`config.mk`:
```
export PLATFORM = sky130hd
export DESIGN_NAME = ris_sequencer
export DESIGN_NICKNAME = d
export VERILOG_FILES = /design/src/hdl/ris_pkg.sv /design/src/hdl/ris_ctl_if.sv /design/src/hdl/ris_warmup_cnt.sv /design/src/hdl/ris_sequencer.sv
export SDC_FILE = /design/constraint.sdc
export NUM_CORES = 1
export LEC_CHECK = 0
export ABC_CLOCK_PERIOD_IN_PS = 1920
export BUFFER_PORTS_ARGS = -buffer_cell sky130_fd_sc_hd__buf_2
export CAP_MARGIN = 20
export CORE_UTILIZATION = 43
export CTS_BUF_LIST = sky130_fd_sc_hd__clkbuf_4 sky130_fd_sc_hd__clkbuf_8
export DETAILED_ROUTE_END_ITERATION = 7
export PLACE_DENSITY = 0.89
export SLEW_MARGIN = 20
export SYNTH_ARGS = -nofsm -noshare
export SYNTH_HDL_FRONTEND = slang
export SYNTH_SLANG_ARGS = --single-unit
```
`constraint.sdc`:
```
create_clock -name clk -period 1.92 [get_ports clk]
set_input_delay 0.096 -clock clk [delete_from_list [all_inputs] [get_ports clk]]
set_output_delay 0.096 -clock clk [all_outputs]
set_load 0.01 [all_outputs]
```
`src/hdl/ris_pkg.sv`:
```
// Package for the reset and initialisation sequencer.
// Assumes a single 10 MHz high-frequency clock drives all logic.
package ris_pkg;
   localparam logic [15:0] PC_VEC_MCU       = 16'hFFFE;
   localparam logic [15:0] PC_VEC_PROM      = 16'h1FFE;
   localparam logic [15:0] VEC_HI_ADDR      = 16'hFFFF;
   localparam logic [15:0] SP_RESET         = 16'h00FF;
   localparam logic [1:0]  RBS_RESET        = 2'h0;
   localparam logic [7:0]  PRESCALE_RESET   = 8'h00;
   localparam int          CLK_HZ           = 10_000_000;
   localparam int          WARMUP_CYC_DEF   = 4096;
   localparam int          NUM_INT_DEF      = 25;
   localparam int          NUM_PORT_DEF     = 8;
   typedef enum logic [1:0] {RIS_RESET, RIS_WARMUP, RIS_RUN} ris_state_t;
endpackage : ris_pkg

```
`src/hdl/ris_ctl_if.sv`:
```
// Interface carrying the sequencer's hold state to its helper modules.
// Assumes all parties sit on the same clock.
`timescale 1ns/100ps
`default_nettype none
interface ris_ctl_if;
   logic hold;
   logic wu_clear;
   logic wu_done;
   modport seq  (output hold, output wu_clear, input wu_done);
   modport cnt  (input wu_clear, output wu_done);
   modport sync (input hold);
endinterface : ris_ctl_if
`default_nettype wire

```
`src/hdl/ris_warmup_cnt.sv`:
```
// Warm-up counter on the high-frequency clock.
// Assumes wu_clear is high whenever any reset source is active.
`timescale 1ns/100ps
`default_nettype none
module ris_warmup_cnt #(
   parameter int WARMUP_CYC = ris_pkg::WARMUP_CYC_DEF
) (
   // Clock and reset
   input wire logic   clk,
   input wire logic   reset_n,
   // Control
   ris_ctl_if.cnt     ctl
);
   localparam int W = $clog2(WARMUP_CYC + 1);
   localparam logic [W-1:0] TERM = W'(WARMUP_CYC - 1);
   initial begin
      if (WARMUP_CYC < 2) $error("WARMUP_CYC must be at least 2");
   end
   logic [W-1:0] cnt_r, cnt_nxt;
   logic         run_r, run_nxt;
   logic         done_r, done_nxt;
   always_comb begin
      cnt_nxt  = cnt_r;
      run_nxt  = run_r;
      done_nxt = 1'b0;
      if (ctl.wu_clear) begin
         cnt_nxt = '0;
         run_nxt = 1'b1;
      end else if (run_r) begin
         if (cnt_r == TERM) begin
            run_nxt  = 1'b0;
            done_nxt = 1'b1;
         end else begin
            cnt_nxt = cnt_r + 1'b1;
         end
      end
   end
   always_ff @(posedge clk) begin
      if (!reset_n) begin
         cnt_r  <= '0;
         run_r  <= 1'b1;
         done_r <= 1'b0;
      end else begin
         cnt_r  <= cnt_nxt;
         run_r  <= run_nxt;
         done_r <= done_nxt;
      end
   end
   assign ctl.wu_done = done_r;
   property p_done_at_term;
      @(posedge clk) disable iff (!reset_n)
         (run_r && !ctl.wu_clear && cnt_r == TERM) |=> done_r;
   endproperty
   a_done_at_term: assert property (p_done_at_term) else $error("done missed");
   property p_clear_holds;
      @(posedge clk) disable iff (!reset_n)
         ctl.wu_clear |=> cnt_r == '0 && !done_r;
   endproperty
   a_clear_holds: assert property (p_clear_holds) else $error("counter not cleared");
   property p_cnt_stops;
      @(posedge clk) disable iff (!reset_n)
         (!run_r && !ctl.wu_clear) |=> ($stable(cnt_r) && !done_r);
   endproperty
   a_cnt_stops: assert property (p_cnt_stops) else $error("counter ran after end");
endmodule : ris_warmup_cnt
`default_nettype wire

```
`src/hdl/ris_sequencer.sv`:
```
// Top of the reset and initialisation sequencer.
// Assumes por_active comes from the analog power-on detector, async to clk.
//
// How it works
// Hold PC at mode vector, SP 0x00FF
// Bank select forced zero until release
// Interrupt enables and latches held zero
// RAM, working registers and flags untouched
// Internal oscillator enabled at all times
// External oscillators disabled through warm-up
// Counter cleared in reset, stops at end
// Prescaler and divider held at zero
// Watchdog enabled once warm-up completes
// Port pins high impedance while held
// Voltage detect disabled only by POR/pin
// POR indication follows supply thresholds
// Shared pin defaults to reset function
// Internal reset is POR OR pin
// Warm-up starts at later source release
// CPU and peripherals held until done
// Partner holds pin low until supply stable
// Counter counts high-frequency clock cycles
// New reset during warm-up restarts count
// CPU starts from vector at 0xFFFE/0xFFFF
// Parameter sets length; one done pulse
`timescale 1ns/100ps
`default_nettype none
module ris_sequencer #(
   parameter int WARMUP_CYC = ris_pkg::WARMUP_CYC_DEF,
   parameter int NUM_INT    = ris_pkg::NUM_INT_DEF,
   parameter int NUM_PORT   = ris_pkg::NUM_PORT_DEF
) (
   // Clock and reset
   input  wire logic                clk,
   input  wire logic                reset_n,
   // Reset sources
   input  wire logic                por_active,
   input  wire logic                ext_reset_pin_n,
   input  wire logic                int_factor_reset,
   input  wire logic                reset_pin_as_port,
   input  wire logic                serial_prom_mode,
   // Software writes after release
   input  wire logic                vd_enable_wr,
   input  wire logic                vd_enable_val,
   // CPU state
   output logic [15:0]              program_counter,
   output logic [15:0]              stack_pointer,
   output logic [15:0]              reset_vector_lo_addr,
   output logic [15:0]              reset_vector_hi_addr,
   output logic [1:0]               register_bank_select,
   output logic                     interrupt_master_enable,
   output logic [NUM_INT-1:0]       interrupt_source_enable,
   output logic [NUM_INT-1:0]       interrupt_request_latch,
   // Clocks, timers, pins
   output logic                     int_hf_osc_en,
   output logic                     ext_hf_osc_en,
   output logic                     ext_lf_osc_en,
   output logic [7:0]               prescaler_clear_val,
   output logic                     prescaler_hold,
   output logic                     watchdog_en,
   output logic                     voltage_detect_en,
   output logic [NUM_PORT-1:0]      port_oe,
   output logic                     shared_reset_port_pin_is_reset,
   // Status
   output logic                     system_reset,
   output logic                     cpu_hold,
   output logic                     warmup_active,
   output logic                     warmup_done
);
   initial begin
      if (NUM_INT < 1 || NUM_PORT < 1) $error("NUM_INT and NUM_PORT must be positive");
   end

   // Synchronisers for asynchronous sources
   logic por_s1_r, por_s2_r, pin_s1_r, pin_s2_r;
   logic por_s1_nxt, pin_s1_nxt;
   always_comb begin
      por_s1_nxt = por_active;
      pin_s1_nxt = ext_reset_pin_n;
   end
   always_ff @(posedge clk) begin
      if (!reset_n) begin
         por_s1_r <= 1'b1;
         por_s2_r <= 1'b1;
         pin_s1_r <= 1'b0;
         pin_s2_r <= 1'b0;
      end else begin
         por_s1_r <= por_s1_nxt;
         por_s2_r <= por_s1_r;
         pin_s1_r <= pin_s1_nxt;
         pin_s2_r <= pin_s1_r;
      end
   end

   // Pin function: reset until software turns it into a port
   logic pin_is_reset_r, pin_is_reset_nxt;
   always_comb begin
      pin_is_reset_nxt = pin_is_reset_r;
      if (por_s2_r)
         pin_is_reset_nxt = 1'b1;
      else if (!cpu_hold)
         pin_is_reset_nxt = !reset_pin_as_port;
   end
   always_ff @(posedge clk) begin
      if (!reset_n)
         pin_is_reset_r <= 1'b1;
      else
         pin_is_reset_r <= pin_is_reset_nxt;
   end

   // Reset combination; releases at the later of the sources
   logic pin_rst, hard_rst, any_rst;
   assign pin_rst  = pin_is_reset_r && !pin_s2_r;
   assign hard_rst = por_s2_r || pin_rst;
   assign any_rst  = hard_rst || int_factor_reset;

   ris_ctl_if ctl ();
   assign ctl.wu_clear = any_rst;

   ris_warmup_cnt #(
      .WARMUP_CYC (WARMUP_CYC)
   ) u_warmup (
      .clk     (clk),
      .reset_n (reset_n),
      .ctl     (ctl.cnt)
   );

   // Sequencer states
   ris_pkg::ris_state_t state_r, state_nxt;
   always_comb begin
      state_nxt = state_r;
      unique case (state_r)
         ris_pkg::RIS_RESET: begin
            if (!any_rst) state_nxt = ris_pkg::RIS_WARMUP;
         end
         ris_pkg::RIS_WARMUP: begin
            if (any_rst) state_nxt = ris_pkg::RIS_RESET;
            else if (ctl.wu_done) state_nxt = ris_pkg::RIS_RUN;
         end
         ris_pkg::RIS_RUN: begin
            if (any_rst) state_nxt = ris_pkg::RIS_RESET;
         end
      endcase
   end
   always_ff @(posedge clk) begin
      if (!reset_n)
         state_r <= ris_pkg::RIS_RESET;
      else
         state_r <= state_nxt;
   end
   assign ctl.hold = (state_r != ris_pkg::RIS_RUN);

   // Voltage detect: cleared only by power-on or pin reset
   logic vd_en_r, vd_en_nxt;
   always_comb begin
      vd_en_nxt = vd_en_r;
      if (hard_rst)
         vd_en_nxt = 1'b0;
      else if (!ctl.hold && !any_rst && vd_enable_wr)
         vd_en_nxt = vd_enable_val;
   end
   always_ff @(posedge clk) begin
      if (!reset_n)
         vd_en_r <= 1'b0;
      else
         vd_en_r <= vd_en_nxt;
   end

   // Registered outputs
   logic hold_q_r, done_q_r, wdt_r, prom_r;
   logic hold_q_nxt, done_q_nxt, wdt_nxt, prom_nxt;
   always_comb begin
      hold_q_nxt = ctl.hold;
      done_q_nxt = ctl.wu_done;
      wdt_nxt    = wdt_r;
      if (ctl.hold && !ctl.wu_done)
         wdt_nxt = 1'b0;
      else if (ctl.wu_done)
         wdt_nxt = 1'b1;
      prom_nxt   = ctl.hold ? serial_prom_mode : prom_r;
   end
   always_ff @(posedge clk) begin
      if (!reset_n) begin
         hold_q_r <= 1'b1;
         done_q_r <= 1'b0;
         wdt_r    <= 1'b0;
         prom_r   <= 1'b0;
      end else begin
         hold_q_r <= hold_q_nxt;
         done_q_r <= done_q_nxt;
         wdt_r    <= wdt_nxt;
         prom_r   <= prom_nxt;
      end
   end

   // State forced while held; RAM and flags not touched here // R4
   assign program_counter = prom_r ? ris_pkg::PC_VEC_PROM : ris_pkg::PC_VEC_MCU;
   assign stack_pointer   = ris_pkg::SP_RESET;
   assign reset_vector_lo_addr = ris_pkg::PC_VEC_MCU;
   assign reset_vector_hi_addr = ris_pkg::VEC_HI_ADDR;
   assign register_bank_select = ris_pkg::RBS_RESET;
   assign interrupt_master_enable = 1'b0;
   assign interrupt_source_enable = '0;
   assign interrupt_request_latch = '0;
   assign int_hf_osc_en   = 1'b1;
   assign ext_hf_osc_en   = 1'b0;
   assign ext_lf_osc_en   = 1'b0;
   assign prescaler_clear_val = ris_pkg::PRESCALE_RESET;
   assign prescaler_hold  = hold_q_r;
   assign watchdog_en     = wdt_r;
   assign voltage_detect_en = vd_en_r;
   assign port_oe         = '0;
   assign shared_reset_port_pin_is_reset = pin_is_reset_r;
   assign system_reset    = any_rst;
   assign cpu_hold        = hold_q_r;
   assign warmup_active   = (state_r == ris_pkg::RIS_WARMUP);
   assign warmup_done     = done_q_r;

   // Checks
   property p_hold_in_reset;
      @(posedge clk) disable iff (!reset_n) any_rst |=> ##1 cpu_hold;
   endproperty
   a_hold_in_reset: assert property (p_hold_in_reset) else $error("CPU not held in reset");
   property p_release_after_done;
      @(posedge clk) disable iff (!reset_n)
         (ctl.wu_done && !any_rst) |=> ##1 !cpu_hold;
   endproperty
   a_release_after_done: assert property (p_release_after_done) else $error("no release");
   property p_wdt_off_held;
      @(posedge clk) disable iff (!reset_n) (cpu_hold && !warmup_done) |-> !watchdog_en;
   endproperty
   a_wdt_off_held: assert property (p_wdt_off_held) else $error("watchdog on while held");
   property p_wdt_on_done;
      @(posedge clk) disable iff (!reset_n) warmup_done |-> watchdog_en;
   endproperty
   a_wdt_on_done: assert property (p_wdt_on_done) else $error("watchdog not enabled");
   property p_vd_cleared;
      @(posedge clk) disable iff (!reset_n) hard_rst |=> !voltage_detect_en;
   endproperty
   a_vd_cleared: assert property (p_vd_cleared) else $error("voltage detect not cleared");
   property p_vd_kept;
      @(posedge clk) disable iff (!reset_n)
         (int_factor_reset && !hard_rst) |=> voltage_detect_en == $past(voltage_detect_en);
   endproperty
   a_vd_kept: assert property (p_vd_kept) else $error("voltage detect changed");
   property p_or_reset;
      @(posedge clk) disable iff (!reset_n) (por_s2_r || pin_rst) |-> system_reset;
   endproperty
   a_or_reset: assert property (p_or_reset) else $error("reset OR broken");
   property p_warm_starts;
      @(posedge clk) disable iff (!reset_n)
         ($fell(any_rst) && state_r == ris_pkg::RIS_RESET) |=> warmup_active;
   endproperty
   a_warm_starts: assert property (p_warm_starts) else $error("warm-up did not start");
   property p_done_single;
      @(posedge clk) disable iff (!reset_n) warmup_done |=> !warmup_done;
   endproperty
   a_done_single: assert property (p_done_single) else $error("done not one pulse");
   property p_pc_vec;
      @(posedge clk) disable iff (!reset_n)
         (cpu_hold && !prom_r) |-> program_counter == ris_pkg::PC_VEC_MCU;
   endproperty
   a_pc_vec: assert property (p_pc_vec) else $error("PC vector wrong");
endmodule : ris_sequencer
`default_nettype wire

```
==> impl_metrics.json, run 1 <==
{
  "clkTransAtPathRegs_ns": 0.09,
  "cts_num_sinks": 27,
  "coreArea_sq_um": 4880,
  "synthCells": 265,
  "p_leak_nw": 1.00,
  "cp.depth": 5,
  "total_power_mw": 1.05,
  "syn_area_per_cell_sq_um": 8.47,
  "root_buffer": "clkbuf_8",
  "postCtsSetupBuffers": 0,
  "yosys_register_bits": 27,
  "holdPathStages": 2,
  "overflow": 0,
  "fin_setup_tns_ns": 0,
  "fp-row-count": 25,
  "io_pins": 153,
  "diodes": 0,
  "cts.repair.resized": 0,
  "largest-register": "u_warmup.cnt_r",
  "grt_use_total": 0.100,
  "finalSetupViolations": 0,
  "viasPerCell": 3.84,
  "hp-class": "in2reg",
  "rsz0062_at_grt": "false",
  "insertion_delay_ns": 0.27,
  "async_flop_share": 0,
  "ys_seq_area_frac": 0.241,
  "top_regs": "u_warmup.cnt_r: 13 flops, state_r: 2 flops",
  "dieArea_sq_um": 5510,
  "synth_xor_xnor_area_share": 0.00390,
  "cp_num_buf_inv": 0,
  "ir_drop_uv": 275,
  "routed_wl_mm": 2.93,
  "p_clk_frac": 0.297,
  "crit_path_end_kind": "flip-flop",
  "drt-initial-drc-count": 61,
  "drv_cap": 0,
  "crit_type": "reg2reg",
  "fill_cells": 494,
  "fin_crit_ns": 1.68,
  "status": "completed",
  "grt_pass1_vias": 1013,
  "synth_cell_types": 39,
  "tightest_slew_ns": 0.515,
  "drcViolationCount": 0,
  "multi_input_comb_area_sq_um": 1120,
  "cts_tree": "done",
  "hold_start": "ext_reset_pin_n",
  "worstPathRequired_ns": 2.11,
  "crit_slowest_cell": "or4_1",
  "hold_violations": 0,
  "cp_cell_sequence": "ha_1 -> and4_1 -> nand2_1 -> or4_1 -> a21oi_1",
  "rr_startpoint": "u_warmup.cnt_r[0]$_SDFFE_PP0P_",
  "ff2ff_path_depth": 5,
  "crit_path_start_kind": "flip-flop",
  "yosysMostFrequentCell": "buf_4",
  "path_max_fanout": 6,
  "synth_top_area_frac": 0.455,
  "critical-path-top-delay-family": "simple AND/OR/NAND/NOR gates",
  "fin_hold_ws_ns": 0.0314,
  "floorplan.initialDensity": 0.460,
  "die_w_um": 74.2,
  "synth_area_leaders": "buf_4, dfxtp_1, ha_1",
  "combPwrFrac": 0.160,
  "place_inst": 344,
  "synth_ff_type": "dfxtp_1",
  "fin_cells": 349,
  "synth_mux_area_frac": 0.0223,
  "firstDrtPassIters": 4,
  "switching_power_mw": 0.317,
  "h-tree-depth": 1,
  "seqCellArea_sq_um": 541,
  "gp_congestion": 0.825,
  "yosysWarnings": 0,
  "relSlewSlack": 0.656,
  "p_seq_frac": 0.543,
  "yosys.area.top_type": "buf_4",
  "finalMaxSlewViolations": 0,
  "syn_to_final_growth_pct": -13.5,
  "drive_gt1_frac": 0.110,
  "synth-compound-area-share": 0.104,
  "skew_ns": 0.00362,
  "setup.worst_path.start": "u_warmup.cnt_r[0]$_SDFFE_PP0P_",
  "cts_buffer_depth": 2,
  "slowest_delay_ns": 0.42,
  "yosys-top-cells-count": "buf_4, dfxtp_1, nor2_1, inv_1, nand2_1",
  "synth-edff-count": 0,
  "fmax_mhz": 596,
  "grt_max_degree": 16,
  "synth.cell_area_sq_um": 2240,
  "finalNetCount": 296,
  "switching_share": 0.301,
  "largest_reg_flops": 13,
  "numPortBuffers": 19,
  "intPower_mw": 0.735,
  "cp.arrival_ns": 1.87,
  "vias": 1339,
  "antenna_found_initial": 0,
  "antenna_left": 0,
  "powerDensity_nw_per_um2": 542,
  "synth_fa_ha_area_frac": 0.0223,
  "synth-simple-area-share": 0.124,
  "cts_buffers": 3,
  "post-route-period-util": 0.875,
  "synth_top_family_by_area": "buffers and inverters",
  "die_h_um": 74.2,
  "grt_pass1_wl_mm": 4.37,
  "wl_per_cell_um": 8.40,
  "hold_buffers": 1,
  "dp_hpwl_mm": 2.34
}
==> power by group through the flow <==
| stage | clock network, mW | logic, mW | registers, mW |
|---|---|---|---|
| 6_report | 0.312 | 0.168 | 0.571 |
| 3_3_place_gp | 0 | 0.158 | 0.584 |
| 2_1_floorplan | 0 | 0.345 | 0.584 |
| 5_1_grt | 0.354 | 0.194 | 0.573 |
| 3_5_place_dp | 0 | 0.160 | 0.585 |
| 4_1_cts | 0.323 | 0.162 | 0.572 |
==> placed cells by master, fill, tap and decap left out, drive strengths merged, types with 2 or more instances in the layout <==
| cell | netlist | final |
|---|---|---|
| or3 | 2 | 2 |
| conb | 2 | 133 |
| dfxtp | 27 | 27 |
| and3 | 3 | 3 |
| nand3 | 7 | 7 |
| a21oi | 6 | 6 |
| nand2b | 3 | 3 |
| buf | 138 | 21 |
| and2 | 3 | 3 |
| mux2i | 5 | 5 |
| inv | 8 | 8 |
| a211oi | 4 | 4 |
| o21ai | 2 | 2 |
| nor2b | 2 | 2 |
| nor2 | 10 | 10 |
| a311oi | 2 | 2 |
| nand4 | 4 | 4 |
| clkbuf | 2 | 3 |
| a31oi | 4 | 4 |
| or4 | 2 | 2 |
| nor3 | 3 | 3 |
| and4 | 2 | 2 |
| nand2 | 7 | 7 |
| o31ai | 3 | 3 |
| nor4 | 2 | 2 |
| ha | 4 | 4 |
==> worst register-to-register path: cells and delay by family, from the launching register on <==
family | cells | cell delay, ns
DFF | 1 | 0.38
AOI/OAI and AO/OA | 1 | 0.17
adders and majority gates | 1 | 0.26
and+or+nand+nor | 3 | 0.79
==> area by class of cell <==
class	count	share of cell area
multi-input combinational	221	0.577
clock buffer	3	0.0213
timing repair buffer	22	0.0619
tap	67	0.0432
inverter	8	0.0155
clock inverter	1	0.00258
sequential	27	0.279
==> stage by stage <==
stage,util,setup slack (ns),instance area (sq um)
after floorplan,-,0.403,2740
after global placement,0.386,0.335,1880
after detailed placement,0.386,0.243,1880
after CTS,0.398,0.231,1940
after global routing,0.398,0.0876,1940
final,0.398,0.241,1940
==> logic make-up (layout without fill, tap and decap cells) <==
group                    Yosys count  count (layout)
AO/OA/AOI/OAI                     28              28
adder cells (fa/ha/maj)            4               4
XOR/XNOR                           1               1
flip-flops                        27              27
other                              2             133
AND/OR/NAND/NOR                   50              50
buffers and inverters            148              34
multiplexers                       5               5
==> final timing paths <==
check                                          to  slack (ns)
setup / recovery  u_warmup.cnt_r[10]$_SDFFE_PP0P_        0.24
hold / removal                pin_s1_r$_SDFF_PN0_        0.03
setup reg to reg  u_warmup.cnt_r[10]$_SDFFE_PP0P_        0.24
hold reg to reg               por_s2_r$_SDFF_PN1_        0.42
==> routing by layer <==
layer,part of all wire,GRT usage
met2,0.51,0.183
met5,0,0
met3,0.085,0.0285
met4,0.0048,0.0252
met1,0.40,0.114
(Power assumes the default switching activity.)
==> run 2: changes to the inputs <==
CORE_ASPECT_RATIO = 0.6   (was not set)
CTS_BUF_LIST = sky130_fd_sc_hd__clkbuf_8   (was sky130_fd_sc_hd__clkbuf_4 sky130_fd_sc_hd__clkbuf_8)
==> run 2 against run 1 <==
Register-to-register slack worse by 0.05 ns. Flip-flop and latch count stayed put. Sequential power hardly changed. Critical path type unchanged. Largest cell class unchanged. Highest routed layer unchanged.
==> impl_metrics.json, run 2 (same netlist as run 1, synthesis figures left out) <==
{
  "floorplan.initialDensity": 0.469,
  "holdPathStages": 2,
  "postCtsSetupBuffers": 0,
  "dp_hpwl_mm": 2.65,
  "drive_gt1_frac": 0.113,
  "switching_share": 0.310,
  "diodes": 0,
  "h-tree-depth": 1,
  "cts.repair.resized": 0,
  "clkTransAtPathRegs_ns": 0.09,
  "place_inst": 342,
  "grt_pass1_vias": 1011,
  "wl_per_cell_um": 9.32,
  "largest-register": "u_warmup.cnt_r",
  "crit_path_start_kind": "flip-flop",
  "drcViolationCount": 0,
  "cp.arrival_ns": 1.92,
  "fin_hold_ws_ns": 0.00158,
  "fin_cells": 346,
  "cts_num_sinks": 27,
  "firstDrtPassIters": 4,
  "finalNetCount": 297,
  "intPower_mw": 0.733,
  "dieArea_sq_um": 5520,
  "ir_drop_uv": 256,
  "overflow": 0,
  "hp-class": "in2reg",
  "die_w_um": 95.3,
  "busiest_layer": "met2",
  "cts_buffer_depth": 2,
  "fin_crit_ns": 1.73,
  "die_h_um": 58.0,
  "use_met2": 0.173,
  "insertion_delay_ns": 0.27,
  "tightest_slew_ns": 0.489,
  "cts_buffers": 3,
  "hold_violations": 0,
  "final_common_cell": "conb_1",
  "gp_congestion": 0.848,
  "p_clk_frac": 0.303,
  "antenna_found_initial": 0,
  "viasPerCell": 3.84,
  "cts_tree": "done",
  "grt_use_total": 0.112,
  "coreArea_sq_um": 4780,
  "seqCellArea_sq_um": 541,
  "switching_power_mw": 0.329,
  "worstPathRequired_ns": 2.11,
  "total_power_mw": 1.06,
  "numPortBuffers": 19,
  "grt_max_degree": 15,
  "fp-row-count": 19,
  "final_cell_mix": "conb_1, dfxtp_1, buf_2",
  "met1_usage": 0.149,
  "grt_pass1_wl_mm": 4.75,
  "path_max_fanout": 6,
  "io_pins": 153,
  "crit_path_end_kind": "flip-flop",
  "p_leak_nw": 1.01,
  "post-route-period-util": 0.902,
  "crit_type": "reg2reg",
  "p_seq_frac": 0.539,
  "multi_input_comb_area_sq_um": 1120,
  "powerDensity_nw_per_um2": 547,
  "largest_reg_flops": 13,
  "combPwrFrac": 0.158,
  "hold_buffers": 0,
  "grt.met3_usage": 0.0407,
  "finalSetupViolations": 0,
  "rsz0062_at_grt": "false",
  "routed_wl_mm": 3.22,
  "top_regs": "u_warmup.cnt_r: 13 flops, state_r: 2 flops",
  "fill_cells": 472,
  "skew_ns": 0.00174,
  "root_buffer": "clkbuf_8",
  "finalMaxSlewViolations": 0,
  "relSlewSlack": 0.671,
  "syn_to_final_growth_pct": -13.6,
  "ff2ff_path_depth": 5,
  "status": "completed",
  "drt-initial-drc-count": 65,
  "fmax_mhz": 577,
  "fin_setup_tns_ns": 0,
  "vias": 1328,
  "antenna_left": 0,
  "drv_cap": 0
}
==> run 2: changes by cell type in the layout (fill, tap and decap cells not counted), sizes merged <==
cell	previous run	this run
buf	21	23
clkinv	1	0
dlygate4sd3	1	0
inv	8	9
==> run 2: per-stage QoR <==
stage / setup WS (ns) / cell area [sq um] / utilization
2_1_floorplan: 0.403 / 2740 / -
3_3_place_gp: 0.350 / 1890 / 0.396
3_5_place_dp: 0.208 / 1890 / 0.396
4_1_cts: 0.178 / 1940 / 0.406
5_1_grt: 0.0917 / 1940 / 0.406
6_report: 0.187 / 1940 / 0.406
==> run 2: worst max-delay path, cell delays in order, from the launching register on <==
cell and delay (ns):
dfxtp_1 0.37, ha_1 0.26, nand3_1 0.18, o41ai_4 0.49, nor2_1 0.08, a211oi_1 0.26
==> run 2: area by class of cell <==
class	instances	share of cell area
Multi-Input combinational cell	221	0.577
Sequential cell	27	0.279
Timing Repair Buffer	23	0.0645
Tap cell	63	0.0406
Clock buffer	3	0.0213
Inverter	8	0.0155
Clock inverter	1	0.00194
==> run 2: power by group through the flow <==
stage	Sequential (mW)	Combinational [mW]	Clock [mW]
2_1_floorplan	0.584	0.345	0
3_3_place_gp	0.584	0.159	0
3_5_place_dp	0.585	0.161	0
4_1_cts	0.572	0.161	0.325
5_1_grt	0.573	0.191	0.351
6_report	0.572	0.168	0.321
==> run 2: per-layer routing <==
layer,vias up,share of wire
met4,0,0.012
met3,4,0.083
met1,605,0.41
met2,72,0.50
li1,647,-
met5,-,0
==> run 2: final timing paths <==
| path | from | endpoint | slack [ns] |
|---|---|---|---|
| setup / recovery | u_warmup.cnt_r[0]$_SDFFE_PP0P_ | u_warmup.cnt_r[2]$_SDFFE_PP0P_ | 0.19 |
| hold / removal | por_active | por_s1_r$_SDFF_PN1_ | 0.002 |
| setup reg to reg | u_warmup.cnt_r[0]$_SDFFE_PP0P_ | u_warmup.cnt_r[2]$_SDFFE_PP0P_ | 0.19 |
| hold reg to reg | por_s1_r$_SDFF_PN1_ | por_s2_r$_SDFF_PN1_ | 0.42 |
==> run 3: changes to the inputs <==
CELL_PAD_IN_SITES_DETAIL_PLACEMENT = 0   (was not set)
CELL_PAD_IN_SITES_GLOBAL_PLACEMENT = 1   (was not set)
CORE_UTILIZATION = 29   (was 43)
PLACE_DENSITY = 0.88   (was 0.89)
==> run 3 against run 2 <==
Non-clock buffer count rose by 1. Sequential power barely moved. Fmax rose by 2.1%. Clock-buffer cell count did not move. Via count rose by 0.83%.
==> impl_metrics.json, run 3 (same netlist as run 1, synthesis figures left out) <==
{
  "status": "completed",
  "fin_crit_ns": 1.70,
  "slowest_delay_ns": 0.48,
  "dieArea_sq_um": 8100,
  "largest-register": "u_warmup.cnt_r",
  "skew_ns": 0.00126,
  "die_h_um": 70.1,
  "relSlewSlack": 0.651,
  "dp_hpwl_mm": 2.47,
  "largest_reg_flops": 13,
  "top_regs": "u_warmup.cnt_r: 13 flops, state_r: 2 flops",
  "drcViolationCount": 0,
  "fin_setup_tns_ns": 0,
  "final_cell_mix": "conb_1, dfxtp_1, buf_2",
  "holdPathStages": 2,
  "critical-path-top-delay-family": "compound AO/OA/AOI/OAI gates",
  "die_w_um": 116,
  "finalNetCount": 298,
  "io_pins": 153,
  "grt_pass1_vias": 924,
  "cts_buffer_depth": 2,
  "place_inst": 383,
  "drive_gt1_frac": 0.113,
  "grt_pass1_wl_mm": 4.44,
  "root_buffer": "clkbuf_8",
  "cp_cell_sequence": "ha_1 -> nand3_1 -> o41ai_4 -> mux2i_1 -> nor2_1",
  "coreArea_sq_um": 7390,
  "ff2ff_path_depth": 5,
  "ff2ff_setup_slack_ns": 0.22,
  "place_area_sq_um": 1950,
  "fill_cells": 802,
  "antenna_found_initial": 0,
  "ir_drop_uv": 215,
  "fp-row-count": 24,
  "hold_violations": 0,
  "cp.arrival_ns": 1.85,
  "tightest_slew_ns": 0.521,
  "crit_path_start_kind": "flip-flop",
  "post-route-period-util": 0.884,
  "vias": 1339,
  "whs_endpoint": "pin_s1_r$_SDFF_PN0_",
  "firstDrtPassIters": 4,
  "cts_tree": "done",
  "rr_startpoint": "u_warmup.cnt_r[0]$_SDFFE_PP0P_",
  "fin_hold_ws_ns": 0.0270,
  "worstPathRequired_ns": 2.07,
  "finalSetupViolations": 0,
  "utilization": 0.271,
  "path_max_fanout": 6,
  "cts_num_sinks": 27,
  "hp-class": "in2reg",
  "routed_wl_mm": 3.04,
  "rsz0062_at_grt": "false",
  "viasPerCell": 3.45,
  "gp_congestion": 0.794,
  "hold_start": "ext_reset_pin_n",
  "cts_buffers": 3,
  "syn_to_final_growth_pct": -10.8,
  "h-tree-depth": 1,
  "crit_path_end_kind": "flip-flop",
  "insertion_delay_ns": 0.27,
  "floorplan.initialDensity": 0.304,
  "overflow": 0,
  "grt_use_total": 0.0699,
  "clkTransAtPathRegs_ns": 0.09,
  "diodes": 0,
  "final_common_cell": "conb_1",
  "final_area_sq_um": 2000,
  "antenna_left": 0,
  "drv_cap": 0,
  "p_leak_nw": 1.01,
  "fin_cells": 388,
  "powerDensity_nw_per_um2": 527,
  "wl_per_cell_um": 7.82,
  "postCtsSetupBuffers": 0,
  "numPortBuffers": 19,
  "crit_type": "reg2reg",
  "grt_max_degree": 15,
  "finalMaxSlewViolations": 0,
  "cts.repair.resized": 0,
  "crit_slowest_cell": "o41ai_4",
  "drt-initial-drc-count": 85,
  "r2r_end": "u_warmup.cnt_r[1]$_SDFFE_PP0P_",
  "fmax_mhz": 589,
  "cp_num_buf_inv": 0
}
## run 3: worst max path at each step
stage | start | end | cells past startpoint
after floorplan | u_warmup.cnt_r[0]$_SDFFE_PP0P_ | u_warmup.cnt_r[1]$_SDFFE_PP0P_ | 5
after global placement | u_warmup.cnt_r[0]$_SDFFE_PP0P_ | u_warmup.cnt_r[1]$_SDFFE_PP0P_ | 5
after detailed placement | u_warmup.cnt_r[0]$_SDFFE_PP0P_ | u_warmup.cnt_r[1]$_SDFFE_PP0P_ | 5
after CTS | u_warmup.cnt_r[0]$_SDFFE_PP0P_ | u_warmup.cnt_r[1]$_SDFFE_PP0P_ | 5
after global routing | u_warmup.cnt_r[0]$_SDFFE_PP0P_ | u_warmup.cnt_r[2]$_SDFFE_PP0P_ | 5
final | u_warmup.cnt_r[0]$_SDFFE_PP0P_ | u_warmup.cnt_r[1]$_SDFFE_PP0P_ | 5
## run 3: power by group
part | total, mW | switching, mW | leakage (nW) | internal [mW]
logic | 0.167 | 0.145 | 0.768 | 0.0227
clock network | 0.314 | 0.171 | 0.0269 | 0.143
registers | 0.572 | 0.00490 | 0.219 | 0.567
total | 1.05 | 0.321 | 1.01 | 0.733
## run 3: worst register-to-register path, delay by kind of cell (launching register included)
kind / cells / cell delay (ns)
AOI/OAI and AO/OA: 1 / 0.48
and+or+nand+nor: 2 / 0.22
muxes: 1 / 0.24
adders and majority gates: 1 / 0.26
DFF: 1 / 0.37
## run 3: timing repair
item,in CTS,in global routing
setup endpoints to repair,0,0
endpoints found under the hold margin,1,0
hold buffers,1,0
## run 3: cell type report
| type | count | area, sq um | share of cell area |
|---|---|---|---|
| Tap cell | 104 | 130 | 0.0650 |
| Timing Repair Buffer | 24 | 135 | 0.0675 |
| Clock inverter | 1 | 3.75 | 0.00188 |
| Clock buffer | 3 | 41.3 | 0.0206 |
| Inverter | 8 | 30.0 | 0.0150 |
| Multi-Input combinational cell | 221 | 1120 | 0.560 |
| Sequential cell | 27 | 541 | 0.270 |
## run 3: metrics by stage
step | setup slack [ns] | power [mW]
global route | 0.105 | 1.11
floorplan | 0.403 | 0.929
detailed placement | 0.230 | 0.746
global placement | 0.305 | 0.744
finish | 0.222 | 1.05
CTS | 0.214 | 1.06
## run 3: per-layer routing
layer / vias to the layer above / part of all wire / wire length [um] / global-route usage
met5: - / 0 / 0 / 0
met4: 0 / 0.0063 / 19 / 0.0173
met3: 2 / 0.069 / 210 / 0.0260
met2: 61 / 0.44 / 1320 / 0.0878
met1: 628 / 0.49 / 1480 / 0.107
li1: 648 / - / - / -
